### config.mk
export PLATFORM = sky130hd
export DESIGN_NAME = cdv_channel_divider
export DESIGN_NICKNAME = d
export VERILOG_FILES = /design/src/cdv_pkg.sv /design/src/cdv_channel_divider.sv
export VERILOG_INCLUDE_DIRS = /design/src
export SDC_FILE = /design/constraint.sdc
export NUM_CORES = 1
export LEC_CHECK = 0
export BUFFER_PORTS_ARGS = -buffer_cell sky130_fd_sc_hd__buf_4
export CORE_MARGIN = 3
export CORE_UTILIZATION = 27
export DETAILED_ROUTE_END_ITERATION = 8
export GPL_ROUTABILITY_DRIVEN = 0
export PLACE_DENSITY = 0.52
export SLEW_MARGIN = 20
export SYNTH_ARGS = -nofsm -noshare
export SYNTH_HDL_FRONTEND = slang
export SYNTH_SLANG_ARGS = --single-unit
export TNS_END_PERCENT = 20
### constraint.sdc
create_clock -name clk -period 4.1 [get_ports clk]
set_input_delay 1.23 -clock clk [delete_from_list [all_inputs] [get_ports clk]]
set_output_delay 1.23 -clock clk [all_outputs]
set_load 0.01 [all_outputs]
### src/cdv_consts.svh
`ifndef CDV_CONSTS_SVH
`define CDV_CONSTS_SVH
// ==========================================================
// Register bus geometry
`define CDV_ADDR_W        10
`define CDV_DATA_W        8
// ==========================================================
// Register offsets
`define CDV_OFF_CNT1      10'h19e
`define CDV_OFF_PHASE     10'h19f
`define CDV_OFF_CNT2      10'h1a0
`define CDV_OFF_CTRL      10'h1a1
`define CDV_OFF_DCC       10'h1a2
`define CDV_OFF_VDIV      10'h1e0
`define CDV_OFF_CLKIN     10'h1e1
`define CDV_OFF_SYNC      10'h230
`define CDV_OFF_UPDATE    10'h232
`define CDV_OFF_STATUS    10'h233
// ==========================================================
// Reset values
`define CDV_RST_ZERO      8'h00
`define CDV_RST_VDIV      8'h02
// ==========================================================
// Field positions
`define CDV_LOW_HI        7
`define CDV_LOW_LO        4
`define CDV_HIGH_HI       3
`define CDV_HIGH_LO       0
`define CDV_PH2_HI        7
`define CDV_PH2_LO        4
`define CDV_PH1_HI        3
`define CDV_PH1_LO        0
`define CDV_BYP2_BIT      5
`define CDV_BYP1_BIT      4
`define CDV_NOSYNC_BIT    3
`define CDV_FORCE_BIT     2
`define CDV_START2_BIT    1
`define CDV_START1_BIT    0
`define CDV_DUTY_CORRECTION_DISABLE_BIT    0
`define CDV_VDIV_HI       2
`define CDV_VDIV_LO       0
`define CDV_PD_IN_BIT     4
`define CDV_PD_VIF_BIT    3
`define CDV_PD_BOTH_BIT   2
`define CDV_SEL_VCO_BIT   1
`define CDV_VBYP_BIT      0
`define CDV_SOFT_SYNC_BIT 0
`define CDV_UPDATE_BIT    0
// ==========================================================
// Divider constants
`define CDV_VDIV_BASE     3'h2
`define CDV_VDIV_LAST     3'h4
`endif

### src/cdv_pkg.sv
package cdv_pkg;
  // Full configuration image, buffer or active copy
  typedef struct packed {
    logic [7:0] first_counts;   // Low/high counts, first sub-divider
    logic [7:0] phase;          // Phase offsets, both sub-dividers
    logic [7:0] second_counts;  // Low/high counts, second sub-divider
    logic [7:0] ctrl;           // Bypass, sync ignore, force, start levels
    logic [7:0] dcc;            // Duty correction disable
    logic [7:0] vco_ratio;      // VCO divider code
    logic [7:0] clk_in;         // Input select and power-downs
    logic [7:0] sync_ctl;       // Soft sync
  } cdv_cfg_type;
endpackage

### src/cdv_channel_divider.sv
`timescale 1ns/1ps
`include "cdv_consts.svh"

// Function
// - Output low for low field plus one
// - Output high for high field plus one
// - Per-stage phase offset delays start
// - Bypass passes input clock straight through
// - Sync ignore bit masks chip sync
// - Force bit sets static level with nosync
// - Start level bit picks first level
// - Duty correction unless disable bit set
// - VCO code selects divide two to six
// - Input section power-down stops clock tree
// - VCO interface power-down gates VCO
// - Select bit picks VCO or external clock
// - Bypass bit routes around VCO divider
// - Update bit copies buffers to active
// - Soft sync high holds, falling edge syncs
module cdv_channel_divider (
  input  wire logic                   clk,
  input  wire logic                   rstn,
  input  wire logic [`CDV_ADDR_W-1:0] addr,
  input  wire logic [`CDV_DATA_W-1:0] wdata,
  input  wire logic                   wr,
  input  wire logic                   rd,
  output      logic [`CDV_DATA_W-1:0] rdata,
  input  wire logic                   vco_in,
  input  wire logic                   ext_clk_in,
  input  wire logic                   sync_n,
  output      logic                   vco_div_out,
  output      logic                   chan_out
);

  // ==========================================================
  // Configuration storage
  cdv_pkg::cdv_cfg_type buf_reg;     // Software-written copy
  cdv_pkg::cdv_cfg_type act_reg;     // Copy that steers the logic
  logic                 update_reg;  // Pending transfer pulse

  // Buffer writes; registers take the byte as written
  always_ff @(posedge clk or negedge rstn) begin
    if (!rstn) begin
      buf_reg           <= '0;
      buf_reg.vco_ratio <= `CDV_RST_VDIV;
    end else if (wr) begin
      unique case (addr)
        `CDV_OFF_CNT1:  buf_reg.first_counts  <= wdata;
        `CDV_OFF_PHASE: buf_reg.phase         <= wdata;
        `CDV_OFF_CNT2:  buf_reg.second_counts <= wdata;
        `CDV_OFF_CTRL:  buf_reg.ctrl          <= wdata;
        `CDV_OFF_DCC:   buf_reg.dcc           <= wdata;
        `CDV_OFF_VDIV:  buf_reg.vco_ratio     <= wdata;
        `CDV_OFF_CLKIN: buf_reg.clk_in        <= wdata;
        `CDV_OFF_SYNC:  buf_reg.sync_ctl      <= wdata;
        default: begin
          // Unmapped writes are dropped
        end
      endcase
    end
  end

  // Update bit self-clears the cycle after it is written
  always_ff @(posedge clk or negedge rstn) begin
    if (!rstn) begin
      update_reg <= 1'b0;
    end else begin
      update_reg <= wr && (addr == `CDV_OFF_UPDATE) && wdata[`CDV_UPDATE_BIT];
    end
  end

  // Active copy follows buffer only on update, so a group of writes lands at once
  always_ff @(posedge clk or negedge rstn) begin
    if (!rstn) begin
      act_reg           <= '0;
      act_reg.vco_ratio <= `CDV_RST_VDIV;
    end else if (update_reg) begin
      act_reg <= buf_reg;
    end
  end

  // ==========================================================
  // Field decode of the active copy
  logic [2:0] vdiv_code;
  logic       pd_in;
  logic       pd_vif;
  logic       pd_both;
  logic       sel_vco;
  logic       vco_bypass;
  logic       nosync;
  logic       force_high;
  logic       dcc_on;
  logic       soft_sync;

  assign vdiv_code  = act_reg.vco_ratio[`CDV_VDIV_HI:`CDV_VDIV_LO];
  assign pd_in      = act_reg.clk_in[`CDV_PD_IN_BIT];
  assign pd_vif     = act_reg.clk_in[`CDV_PD_VIF_BIT];
  assign pd_both    = act_reg.clk_in[`CDV_PD_BOTH_BIT];
  assign sel_vco    = act_reg.clk_in[`CDV_SEL_VCO_BIT];
  assign vco_bypass = act_reg.clk_in[`CDV_VBYP_BIT];
  assign nosync     = act_reg.ctrl[`CDV_NOSYNC_BIT];
  assign force_high = act_reg.ctrl[`CDV_FORCE_BIT];
  assign dcc_on     = ~act_reg.dcc[`CDV_DUTY_CORRECTION_DISABLE_BIT];
  assign soft_sync  = act_reg.sync_ctl[`CDV_SOFT_SYNC_BIT];

  // ==========================================================
  // Pin synchronisers; first stage feeds only the second
  logic [1:0] vco_sync_reg;
  logic [1:0] ext_sync_reg;
  logic [1:0] syncn_sync_reg;

  // Two flip-flops per pin; clocks are sampled as levels, so they must be slow
  always_ff @(posedge clk or negedge rstn) begin
    if (!rstn) begin
      vco_sync_reg   <= 2'h0;
      ext_sync_reg   <= 2'h0;
      syncn_sync_reg <= 2'h3;
    end else begin
      vco_sync_reg   <= {vco_sync_reg[0], vco_in};
      ext_sync_reg   <= {ext_sync_reg[0], ext_clk_in};
      syncn_sync_reg <= {syncn_sync_reg[0], sync_n};
    end
  end

  // ==========================================================
  // Source selection and power-down gating
  logic src_lvl;
  logic sync_req;
  logic hold;

  always_comb begin
    if (pd_in || pd_both) begin
      src_lvl = 1'b0;
    end else if (sel_vco) begin
      src_lvl = vco_sync_reg[1] & ~pd_vif;
    end else begin
      src_lvl = ext_sync_reg[1];
    end
  end

  // Soft sync acts like an inverted sync pin; dividers start only once both are released
  assign sync_req = ~syncn_sync_reg[1] | soft_sync;
  // Powered-down clock tree also keeps dividers parked
  assign hold     = (sync_req & ~nosync) | pd_in;

  // ==========================================================
  // VCO divider: divide by code plus two, codes above four static
  logic       vsrc_prev_reg;
  logic [2:0] vcnt_reg;
  logic       vlvl_reg;
  logic [2:0] vratio;
  logic [2:0] vhalf_hi;
  logic [2:0] vhalf_lo;
  logic       vrise;

  assign vratio   = vdiv_code + `CDV_VDIV_BASE;
  assign vhalf_hi = {1'b0, vratio[2:1]};
  assign vhalf_lo = vratio - vhalf_hi;
  assign vrise    = src_lvl & ~vsrc_prev_reg;

  // Counter over source rising edges; low half takes the odd extra cycle
  always_ff @(posedge clk or negedge rstn) begin
    if (!rstn) begin
      vsrc_prev_reg <= 1'b0;
      vcnt_reg      <= 3'h0;
      vlvl_reg      <= 1'b0;
    end else begin
      vsrc_prev_reg <= src_lvl;
      if (pd_in || pd_both || (vdiv_code > `CDV_VDIV_LAST)) begin
        vcnt_reg <= 3'h0;
        vlvl_reg <= 1'b0;
      end else if (vrise) begin
        if (vcnt_reg == ((vlvl_reg ? vhalf_hi : vhalf_lo) - 3'h1)) begin
          vcnt_reg <= 3'h0;
          vlvl_reg <= ~vlvl_reg;
        end else begin
          vcnt_reg <= vcnt_reg + 3'h1;
        end
      end
    end
  end

  // Distribution clock: divided or routed around the VCO divider
  logic dist_lvl;
  assign dist_lvl = pd_in ? 1'b0 : (vco_bypass ? src_lvl : vlvl_reg);

  // Registered copy of the distribution clock, divided or routed around the VCO divider
  always_ff @(posedge clk or negedge rstn) begin
    if (!rstn) begin
      vco_div_out <= 1'b0;
    end else begin
      vco_div_out <= dist_lvl;
    end
  end

  // ==========================================================
  // Two cascaded channel sub-dividers
  logic [1:0] stage_in;
  logic [1:0] stage_lvl;
  logic [7:0] stage_counts [2];

  assign stage_in[0]     = dist_lvl;
  assign stage_in[1]     = stage_lvl[0];
  assign stage_counts[0] = act_reg.first_counts;
  assign stage_counts[1] = act_reg.second_counts;

  for (genvar gi = 0; gi < 2; gi++) begin : g_stage
    logic       prev_reg;   // Input level last cycle
    logic [4:0] cnt_reg;    // Cycles spent in current level
    logic [3:0] ph_reg;     // Remaining phase delay cycles
    logic       lvl_reg;    // Stage output level
    logic       bypass;
    logic       start_hi;
    logic [3:0] phase;
    logic [4:0] low_n;      // Low cycles
    logic [4:0] high_n;     // High cycles
    logic [5:0] total;      // Sum reaches 32, so six bits
    logic [4:0] low_eff;
    logic [4:0] high_eff;
    logic       rise;

    assign bypass   = act_reg.ctrl[gi == 0 ? `CDV_BYP1_BIT : `CDV_BYP2_BIT];
    assign start_hi = act_reg.ctrl[gi == 0 ? `CDV_START1_BIT : `CDV_START2_BIT];
    assign phase    = (gi == 0) ? act_reg.phase[`CDV_PH1_HI:`CDV_PH1_LO]
                                : act_reg.phase[`CDV_PH2_HI:`CDV_PH2_LO];
    assign low_n    = {1'b0, stage_counts[gi][`CDV_LOW_HI:`CDV_LOW_LO]} + 5'h01;
    assign high_n   = {1'b0, stage_counts[gi][`CDV_HIGH_HI:`CDV_HIGH_LO]} + 5'h01;
    assign total    = {1'b0, low_n} + {1'b0, high_n};
    // Correction evens the split but keeps the ratio; odd ratios give low the extra cycle
    assign high_eff = dcc_on ? total[5:1] : high_n;
    assign low_eff  = dcc_on ? 5'(total - {1'b0, total[5:1]}) : low_n;
    assign rise     = stage_in[gi] & ~prev_reg;
    assign stage_lvl[gi] = lvl_reg;

    // Level machine: park on sync, pass through on bypass, else count edges
    always_ff @(posedge clk or negedge rstn) begin
      if (!rstn) begin
        prev_reg <= 1'b0;
        cnt_reg  <= 5'h00;
        ph_reg   <= 4'h0;
        lvl_reg  <= 1'b0;
      end else begin
        prev_reg <= stage_in[gi];
        if (hold) begin
          cnt_reg <= 5'h00;
          ph_reg  <= phase;
          lvl_reg <= start_hi;
        end else if (bypass) begin
          cnt_reg <= 5'h00;
          lvl_reg <= stage_in[gi];
        end else if (rise) begin
          if (ph_reg != 4'h0) begin
            ph_reg <= ph_reg - 4'h1;
          end else if (cnt_reg == ((lvl_reg ? high_eff : low_eff) - 5'h01)) begin
            cnt_reg <= 5'h00;
            lvl_reg <= ~lvl_reg;
          end else begin
            cnt_reg <= cnt_reg + 5'h01;
          end
        end
      end
    end
  end

  // ==========================================================
  // Channel output: force with sync ignored, dead when powered down
  always_ff @(posedge clk or negedge rstn) begin
    if (!rstn) begin
      chan_out <= 1'b0;
    end else if (pd_in) begin
      chan_out <= 1'b0;
    end else if (nosync && force_high) begin
      chan_out <= 1'b1;
    end else begin
      chan_out <= stage_lvl[1];
    end
  end

  // ==========================================================
  // Read path: data stands in the cycle after the strobe only
  logic [`CDV_DATA_W-1:0] rd_mux;

  // Buffers read back what software wrote; status shows live state
  always_comb begin
    unique case (addr)
      `CDV_OFF_CNT1:   rd_mux = buf_reg.first_counts;
      `CDV_OFF_PHASE:  rd_mux = buf_reg.phase;
      `CDV_OFF_CNT2:   rd_mux = buf_reg.second_counts;
      `CDV_OFF_CTRL:   rd_mux = buf_reg.ctrl;
      `CDV_OFF_DCC:    rd_mux = buf_reg.dcc;
      `CDV_OFF_VDIV:   rd_mux = buf_reg.vco_ratio;
      `CDV_OFF_CLKIN:  rd_mux = buf_reg.clk_in;
      `CDV_OFF_SYNC:   rd_mux = buf_reg.sync_ctl;
      `CDV_OFF_STATUS: rd_mux = {3'h0, hold, chan_out, stage_lvl[1], stage_lvl[0], vlvl_reg};
      default:         rd_mux = `CDV_RST_ZERO; // Update bit and unmapped read zero
    endcase
  end

  // Read data register, zero outside the answer cycle
  always_ff @(posedge clk or negedge rstn) begin
    if (!rstn) begin
      rdata <= `CDV_RST_ZERO;
    end else begin
      rdata <= rd ? rd_mux : `CDV_RST_ZERO;
    end
  end

endmodule

==> results.yml, run 1 <==
routing:
  drt_iter0_drc: 321
  route.detailed.wl_per_inst_um: 16.43
  first_pass_iters: 5
  ant_nets: 0
  via_per_inst: 4.917
  wl_um: 19960
  vias: 5974
  drc: 0
floorplan:
  die_area_um2: 32250
  coreArea_um2: 29170
  die_x_um: 179.6
  io_pins: 35
  rows: 62
  start_util: 0.2789
  die_h_um: 179.6
sta:
  fin_skew_ps: 12.46
  fmax_mhz: 251.7
  final.setup.worst_slack_ps: 127.0
  hold-worst-slack_ps: 358.7
  setup_tns_ps: 0
  fin_crit_ps: 3973
  finalSetupViolCount: 0
  final.period_utilization: 0.9690
  final_max_slew_viol_count: 0
  hold_viol: 0
  tightestPinTransition_ps: 1039
  relSlewSlack: 0.3075
hold_path:
  hold_path_depth: 0
  min_from: "syncn_sync_reg[0]"
  holdPathEnd: "syncn_sync_reg[1]"
  worstHoldPathType: "flop to flop"
clock_network:
  clkTransAtPathRegs_ps: 70
  cts_tree: "done"
  cts_buffer_depth: 2
  numCtsBuffers: 17
  ctsHtreeMaxLevel: 4
  clock-sinks: 147
  clk_latency_ps: 430
  cts_root_buf: "clkbuf_16"
yosys:
  post-synth-top-area-cell: "dfrtp_1"
  synth-async-reset-ratio: 1.000
  synth_cells: 747
  synth.top_cell.area_share: 0.4399
  synth_flop_cell: "dfrtp_1"
  netlist_area_um2: 8135
  synthDistinctLibCells: 69
  ys_ff_latch: 147
  synth_area_leaders: "dfrtp_1 44%, mux2_2 14%, ha_1 4.2%, nand2_1 2.9%, xnor2_1 2.5%"
  avgSynthCellArea_um2: 10.89
  synth-edff-count: 0
  synth_fp_nets: 803
  ys_warn_count: 0
  seq_area_frac_synth: 0.4528
cells_and_area:
  largest_reg_flops: 64
  antenna_cells: 0
  mostFrequentLayoutCell: "dfrtp_1"
  area_growth_pct: 21.07
  drive_above_1_share: 0.3105
  nFillCells: 2999
  nets: 874
  seqCellArea_um2: 3687
  fin_area_um2: 9849
  multi_input_area_um2: 4357
  final_cell_mix: "140 x dfrtp_1, 102 x mux2_2, 73 x buf_4, 62 x nand2_1"
placed_design:
  dpl_cell_area_um2: 9101
  pre_cts_slack_ps: -160.6
  post-dp-hpwl_um: 14400
  numPortBuffers: 34
power:
  power_density_nw_per_um2: 345.7
  irDropWorstVdd_uv: 283.1
  leakagePower_nw: 4.488
  power_mw: 3.404
worst_setup_path:
  critPathKind: "flop to flop"
  end_kind: "flop"
  cp-start-kind: "flop"
  critPathMaxFanout: 5
  r2r_cells: 14
  critPathRequiredTime_ps: 4460
  reg2reg_to: "g_stage[1].lvl_reg"
  crit_arrival_ps: 4340
  regToRegSetupSlack_ps: 130
  r2r_start: "act_reg[44]"
flow_run:
  drv_cap: 0
global_route:
  antenna_found_initial: 0
  grt_remaining_overflow: 0
  grt_use_total: 0.1251
  grt_max_degree: 67
  grt_pass1_wl_um: 33110
  grt_pass1_vias: 6180
status:
  status: "complete, no violations"
==> logic make-up (layout without fill, tap and decap cells) <==
logic type	after synthesis	count (layout)	share of synthesized area
mux	120	120	0.1706
buf+inv	63	147	0.03014
fa+ha+maj	31	31	0.05137
flops	147	147	0.4528
simple gates	201	201	0.1249
xor+xnor	36	36	0.04199
compound gates	149	149	0.1283
==> per-stage QoR <==
stage               cells    util
global placement     1181  0.3120
CTS                  1213  0.3324
global route         1215  0.3377
floorplan             747       -
finish               1215  0.3377
detailed placement   1181  0.3120
==> worst max-delay path by stage <==
| stage | startpoint | to | slack, ps | cells after the start |
|---|---|---|---|---|
| global route | act_reg[61] | g_stage[0].lvl_reg | -30 | 13 |
| detailed placement | act_reg[56] | g_stage[0].cnt_reg[4] | -160 | 12 |
| global placement | act_reg[56] | g_stage[0].cnt_reg[3] | -20 | 12 |
| CTS | act_reg[40] | g_stage[1].lvl_reg | 1 | 13 |
| floorplan | act_reg[44] | g_stage[1].lvl_reg | -20 | 12 |
| finish | act_reg[44] | g_stage[1].lvl_reg | 130 | 14 |
==> power breakdown <==
| group | internal (mW) | switching (mW) |
|---|---|---|
| clock network | 0.816 | 0.709 |
| registers | 1.49 | 0.0588 |
| logic | 0.142 | 0.189 |
| total | 2.45 | 0.958 |
==> layer usage <==
metal / global-route usage / vias up / wire length, um
li1: - / 2914 / -
met3: 0.01718 / 19 / 511
met2: 0.2064 / 86 / 9501
met1: 0.1722 / 2955 / 9694
met4: 0.03558 / 0 / 254
met5: 0 / - / 0
==> worst max-delay path, cell delays in order (launching register included) <==
cell     delay [ps]
dfrtp_1         410
buf_6           120
inv_2            40
ha_4            150
fa_2            580
ha_4            150
fa_2            230
nor2_1           50
o311a_1         350
or3_4           370
nand4_1          90
or4b_4          460
mux2_4          340
or4_1           470
nand3_1          90
==> Yosys cell counts, drive strengths merged (5+ instances only) <==
cell / count
dfrtp: 143
mux2: 103
nand2: 62
inv: 39
o21ai: 39
nor2: 35
ha: 27
xnor2: 24
nand3: 22
clkbuf: 21
a21oi: 18
a211oi: 13
mux2i: 13
nor3: 13
o211ai: 13
xor2: 11
a22oi: 10
and3: 10
nand2b: 10
or3: 10
a222oi: 9
nand4: 7
a31oi: 6
a21o: 5
nor3b: 5
or4: 5
==> area by class of cell <==
cell class / count / area share
clock buffers: 17 / 0.04319
clock inverters: 15 / 0.01651
inverters: 39 / 0.01486
multi-input cells: 537 / 0.4423
flip-flops and latches: 147 / 0.3744
well taps: 384 / 0.04878
repair buffers: 76 / 0.05996
==> what timing repair did <==
action	in CTS	in global routing
pin swaps	0	14
endpoints found under the setup margin	8	12
setup buffers	0	2
hold buffers	0	0
cloned	0	0
resized for setup	3	32
Note: power is estimated with default switching activity, not from simulation.
==> run 2, diff against run 1 <==
==> constraint.sdc (replaced) <==
create_clock -name clk -period 4.1 [get_ports clk]
set_input_delay 0.205 -clock clk [delete_from_list [all_inputs] [get_ports clk]]
set_output_delay 0.205 -clock clk [all_outputs]
set_load 0.01 [all_outputs]
==> results.yml, run 2 (synthesis results as in run 1) <==
status:
  status: "complete, no violations"
clock_network:
  cts_root_buf: "clkbuf_16"
  numCtsBuffers: 17
  ctsHtreeMaxLevel: 4
  clkTransAtPathRegs_ps: 80
  clk_latency_ps: 430
  cts_tree: "done"
  cts_buffer_depth: 2
  clock-sinks: 147
worst_setup_path:
  slowest_delay_ps: 590
  end_kind: "flop"
  cp-start-kind: "flop"
  crit_arrival_ps: 4370
  cp_top_family: "simple AND/OR/NAND/NOR gates"
  slowest_stage: "fa_2"
  critPathKind: "flop to flop"
  worstPathCellList: "buf_6, inv_2, ha_4, fa_2, ha_4, fa_2, nor2_1, o311a_1, or3_4, nand4_1, or4b_4, mux2_4, or4_1, nand3_1"
  critPathMaxFanout: 5
  worst-path-buf-inv: 2
  critPathRequiredTime_ps: 4460
sta:
  final.setup.worst_slack_ps: 97.77
  final.period_utilization: 0.9762
  final_max_slew_viol_count: 0
  fin_crit_ps: 4002
  hold-worst-slack_ps: 103.3
  finalSetupViolCount: 0
  tightestPinTransition_ps: 1002
  fin_skew_ps: 15.94
  relSlewSlack: 0.3320
  hold_viol: 0
  fmax_mhz: 249.9
cells_and_area:
  nFillCells: 2990
  multi_input_area_um2: 4349
  drive_above_1_share: 0.3020
  area_growth_pct: 21.12
  antenna_cells: 0
  final_cell_mix: "140 x dfrtp_1, 102 x mux2_2, 70 x buf_4, 62 x nand2_1, 38 x inv_1"
  mostFrequentLayoutCell: "dfrtp_1"
  fin_area_um2: 9853
  seqCellArea_um2: 3687
  nets: 874
  largest_reg_flops: 64
routing:
  drc: 0
  first_pass_iters: 6
  via_per_inst: 4.933
  vias: 5994
  drt_iter0_drc: 310
  ant_nets: 0
  wl_um: 19830
  route.detailed.wl_per_inst_um: 16.32
global_route:
  grt_remaining_overflow: 0
  use_met2: 0.2006
  antenna_found_initial: 0
  grt_pass1_wl_um: 32910
  grtUsageMet3: 0.02223
  busiest_layer: "met2"
  grt_max_degree: 106
  grt_use_met1: 0.1713
  grt_pass1_vias: 6190
  grt_use_total: 0.1238
floorplan:
  die_h_um: 179.6
  die_area_um2: 32250
  rows: 62
  io_pins: 35
  die_x_um: 179.6
  start_util: 0.2789
  coreArea_um2: 29170
power:
  leakagePower_nw: 4.493
  power_density_nw_per_um2: 349.2
  irDropWorstVdd_uv: 272.2
  power_mw: 3.441
placed_design:
  post-dp-hpwl_um: 14160
  numPortBuffers: 34
  dpl_cell_area_um2: 9066
  pre_cts_slack_ps: -139.0
flow_run:
  drv_cap: 0
hold_path:
  worstHoldPathType: "input pin to flop"
run 2: changes by cell type in the layout (fill, tap and decap cells not counted), sizes merged:
cell / previous run / this run
clkinv: 5 / 4
inv: 48 / 50
buf: 76 / 72
dlygate4sd3: 0 / 4
clkinvlp: 1 / 0
run 2: layer usage:
| layer | part of all wire | routed length [um] | vias to the layer above |
|---|---|---|---|
| li1 | - | - | 2920 |
| met1 | 0.49 | 9624 | 2951 |
| met2 | 0.47 | 9336 | 99 |
| met3 | 0.029 | 569 | 24 |
| met4 | 0.015 | 297 | 0 |
| met5 | 0 | 0 | - |
run 2: worst reg2reg max path, cell delays in order (launching register included):
cell	delay (ps)
dfrtp_1	400
buf_6	120
inv_2	40
ha_4	160
fa_2	590
ha_4	160
fa_2	230
nor2_1	50
o311a_1	350
or3_4	370
nand4_1	100
or4b_4	470
mux2_4	340
or4_1	470
nand3_1	90
run 2: timing repair:
action                                  CTS  global route
setup buffers                             0             1
pin swaps                                 0             9
endpoints found under the setup margin    7            12
resized for setup                         2            29
hold buffers                              4             0
hold endpoints to repair                102             0
run 2: through the flow:
step | setup TNS, ps | instances | utilization
finish | 0 | 1215 | 0.3378
global route | -7.942 | 1215 | 0.3378
detailed placement | -728.6 | 1178 | 0.3108
floorplan | -20.87 | 747 | -
global placement | -114.4 | 1178 | 0.3108
CTS | 0 | 1214 | 0.3328
run 2: final cells by class:
| type | count | area share |
|---|---|---|
| inverter | 39 | 0.01486 |
| sequential | 147 | 0.3742 |
| timing repair buffer | 76 | 0.05968 |
| clock inverter | 15 | 0.01790 |
| tap | 384 | 0.04876 |
| clock buffer | 17 | 0.04317 |
| multi-input combinational | 537 | 0.4414 |
run 2: final timing paths:
check / startpoint / end / slack (ps) / cells past startpoint
max reg2reg: act_reg[44] / g_stage[1].lvl_reg / 100 / 14
max: act_reg[44] / g_stage[1].lvl_reg / 100 / 14
min: wdata[3] / buf_reg[43] / 100 / 2
min reg2reg: syncn_sync_reg[0] / syncn_sync_reg[1] / 360 / 0
max in group asynchronous: rstn / act_reg[50] / 2700 / 3
min in group asynchronous: rstn / ext_sync_reg[0] / 460 / 2
run 2: report_power, final:
part           leakage (nW)  internal [mW]  total [mW]  switching (mW)
sequential             2.01           1.49        1.55          0.0614
clock                 0.296          0.829        1.56           0.732
combinational          2.18          0.143       0.330           0.187
total                  4.49           2.46        3.44           0.981
==> run 3, diff against run 2 <==
Settings changed: ABC_AREA set to 1.
==> results.yml, run 3 <==
status:
  status: "complete, no violations"
yosys:
  synth-compound-area-share: 0.1527
  synth_most_common_cell: "nand2_1"
  netlist_area_um2: 7974
  synth_mux_area_frac: 0.01836
  synth_fa_ha_area_frac: 0.05241
  ys_top_cells_by_count: "261 x nand2_1, 143 x dfrtp_1, 116 x inv_1, 114 x o21ai_0, 67 x nand3_1"
  synth-xor-area-share: 0.02934
  ys_warn_count: 0
  ys_ff_latch: 147
  post-synth-top-area-cell: "dfrtp_1"
  synth_top_family_by_area: "simple AND/OR/NAND/NOR gates"
  synth_area_leaders: "dfrtp_1 45%, nand2_1 12%, o21ai_0 7.2%, inv_1 5.5%, ha_1 4.2%"
  synth-async-reset-ratio: 1.000
  synth_flop_cell: "dfrtp_1"
  avgSynthCellArea_um2: 8.112
  synth.top_cell.area_share: 0.4488
  synth_cells: 983
  synth-edff-count: 0
  synthDistinctLibCells: 42
  synth_simple_gate_area_frac: 0.2162
  seq_area_frac_synth: 0.4619
  synth_fp_nets: 1039
worst_setup_path:
  r2r_start: "act_reg[40]"
  slowest_delay_ps: 470
  r2r_cells: 18
  reg2reg_to: "g_stage[1].lvl_reg"
  critPathKind: "flop to flop"
  critPathMaxFanout: 6
  end_kind: "flop"
  critPathRequiredTime_ps: 4420
  worstPathCellList: "ha_1, xor2_1, ha_1, xor2_2, fa_1, a21oi_1, o21ai_0, o21a_1, ha_1, xnor2_1, a21oi_1, nand3_1, nor2_1, nand3_2, nand2_2, nand2_1, nand2_1, nand2_1"
  crit_arrival_ps: 4030
  slowest_stage: "fa_1"
  regToRegSetupSlack_ps: 390
  cp-startpoint: "act_reg[40]"
  cp_top_family: "adder cells"
  cp-start-kind: "flop"
  worst-path-buf-inv: 0
power:
  power_density_nw_per_um2: 413.3
  leakagePower_nw: 4.458
  p_comb_frac: 0.176
  power.share.clock: 0.405
  power_mw: 3.859
  sequentialPowerShare: 0.420
  irDropWorstVdd_uv: 311.6
  power.switching_mw: 1.144
  p_sw_frac: 0.2964
  p_int_mw: 2.715
cells_and_area:
  nFillCells: 3043
  nets: 1083
  seqCellArea_um2: 3685
  drive_above_1_share: 0.1010
  area_growth_pct: 17.10
  mostFrequentLayoutCell: "nand2_1"
  antenna_cells: 0
  largest_reg_flops: 64
  final_cell_mix: "261 x nand2_1, 142 x dfrtp_1, 116 x inv_1, 114 x o21ai_0, 67 x nand3_1"
  multi_input_area_um2: 3740
floorplan:
  die_area_um2: 31630
  die_h_um: 177.9
  die_x_um: 177.9
  rows: 62
  io_pins: 35
  start_util: 0.2756
  coreArea_um2: 28940
global_route:
  grt_pass1_vias: 6526
  antenna_found_initial: 0
  grt_pass1_wl_um: 33780
  grt_max_degree: 106
  grt_remaining_overflow: 0
  grt_use_total: 0.1342
routing:
  wl_um: 19910
  vias: 6549
  ant_nets: 0
  via_per_inst: 4.599
  route.detailed.wl_per_inst_um: 13.98
  drc: 0
  drt_iter0_drc: 395
  first_pass_iters: 5
clock_network:
  numCtsBuffers: 17
  cts_root_buf: "clkbuf_16"
  clk_latency_ps: 430
  ctsHtreeMaxLevel: 4
  clock-sinks: 147
  clkTransAtPathRegs_ps: 70
  cts_resized: 0
  cts_tree: "done"
  cts_buffer_depth: 2
sta:
  final_max_slew_viol_count: 0
  finalSetupViolCount: 0
  setup_tns_ps: 0
  fin_crit_ps: 3708
  rsz0062_at_grt: "no"
  tightestPinTransition_ps: 1024
  relSlewSlack: 0.3149
  final.period_utilization: 0.9043
  fmax_mhz: 269.7
  fin_skew_ps: 13.48
  hold_viol: 0
placed_design:
  numPortBuffers: 34
  post-dp-hpwl_um: 14690
hold_path:
  min_from: "wr"
  hold_path_depth: 3
  worstHoldPathType: "input pin to flop"
  holdPathEnd: "update_reg"
flow_run:
  drv_cap: 0
run 3: cell count changes after synthesis, moves of 10 or more:
cell / delta
nor2_1: +14
nand2_1: +199
xnor2_1: -21
a22oi_1: -10
a211oi_1: -11
o21ai_0: +75
or3_1: -10
nand2b_1: -10
mux2i_1: -13
xor2_1: +10
a21oi_1: +27
nand3_1: +45
mux2_2: -89
inv_1: +77
run 3: cell type report:
cell class                      count  share of cell area
Tap cell                          384             0.05145
Timing Repair Buffer               48             0.04140
Multi-Input combinational cell    692              0.4005
Clock inverter                     13             0.01595
Clock buffer                       19             0.04743
Inverter                          121             0.04864
Sequential cell                   147              0.3946
run 3: through the flow:
| stage | cells | hold slack, ps | setup slack (ps) | utilization | area [um^2] |
|---|---|---|---|---|---|
| 6_report | 1424 | 84.59 | 392.3 | 0.3227 | 9338 |
| 5_1_grt | 1424 | 91.22 | 54.01 | 0.3227 | 9338 |
| 4_1_cts | 1424 | 63.39 | 380.2 | 0.3227 | 9338 |
| 3_5_place_dp | 1383 | 315.5 | 374.0 | 0.2991 | 8656 |
| 3_3_place_gp | 1383 | 315.2 | 471.7 | 0.2991 | 8656 |
| 2_1_floorplan | 983 | -90.59 | 724.3 | - | 7974 |
run 3: worst reg2reg max path, stage by stage, from the launching register on:
cell and delay, ps:
dfrtp_1 410, ha_1 230, xor2_1 250, ha_1 360, xor2_2 350, fa_1 470
a21oi_1 150, o21ai_0 100, o21a_1 180, ha_1 290, xnor2_1 120, a21oi_1 120
nand3_1 90, nor2_1 120, nand3_2 90, nand2_2 110, nand2_1 50, nand2_1 50
nand2_1 50
run 3: power groups by stage:
stage / combinational (mW) / sequential, mW / clock, mW
6_report: 0.678 / 1.62 / 1.56
5_1_grt: 0.799 / 1.63 / 1.65
4_1_cts: 0.689 / 1.62 / 1.60
3_5_place_dp: 0.680 / 1.64 / 0
3_3_place_gp: 0.673 / 1.65 / 0
2_1_floorplan: 0.494 / 1.61 / 0
run 3: worst max-delay path by stage:
stage                     slack (ps)  cells after the start                  to
after global routing              50                     18  g_stage[1].lvl_reg
after detailed placement         370                     18  g_stage[1].lvl_reg
final                            390                     18  g_stage[1].lvl_reg
after global placement           470                     17  g_stage[1].lvl_reg
after CTS                        380                     18  g_stage[1].lvl_reg
after floorplan                  720                     17  g_stage[1].lvl_reg
run 3: kinds of logic after synthesis:
family,Yosys count
AOI/OAI and AO/OA,212
xor gates and xnor gates,25
adders and majority gates,31
buffers and inverters,144
DFF,147
muxes,13
and+or+nand+nor,411
run 3: layer usage:
metal  global-route usage  vias up  share of wire
met5                    0        -              0
met1               0.1835     3060           0.49
li1                     -     3352              -
met4              0.03959        0          0.016
met3              0.02204       27          0.028
met2               0.2186      110           0.47
run 3: repair_timing:
action / in CTS / in global routing
endpoints found under the hold margin: 109 / 0
buffers inserted: 0 / 0
hold buffers: 9 / 0
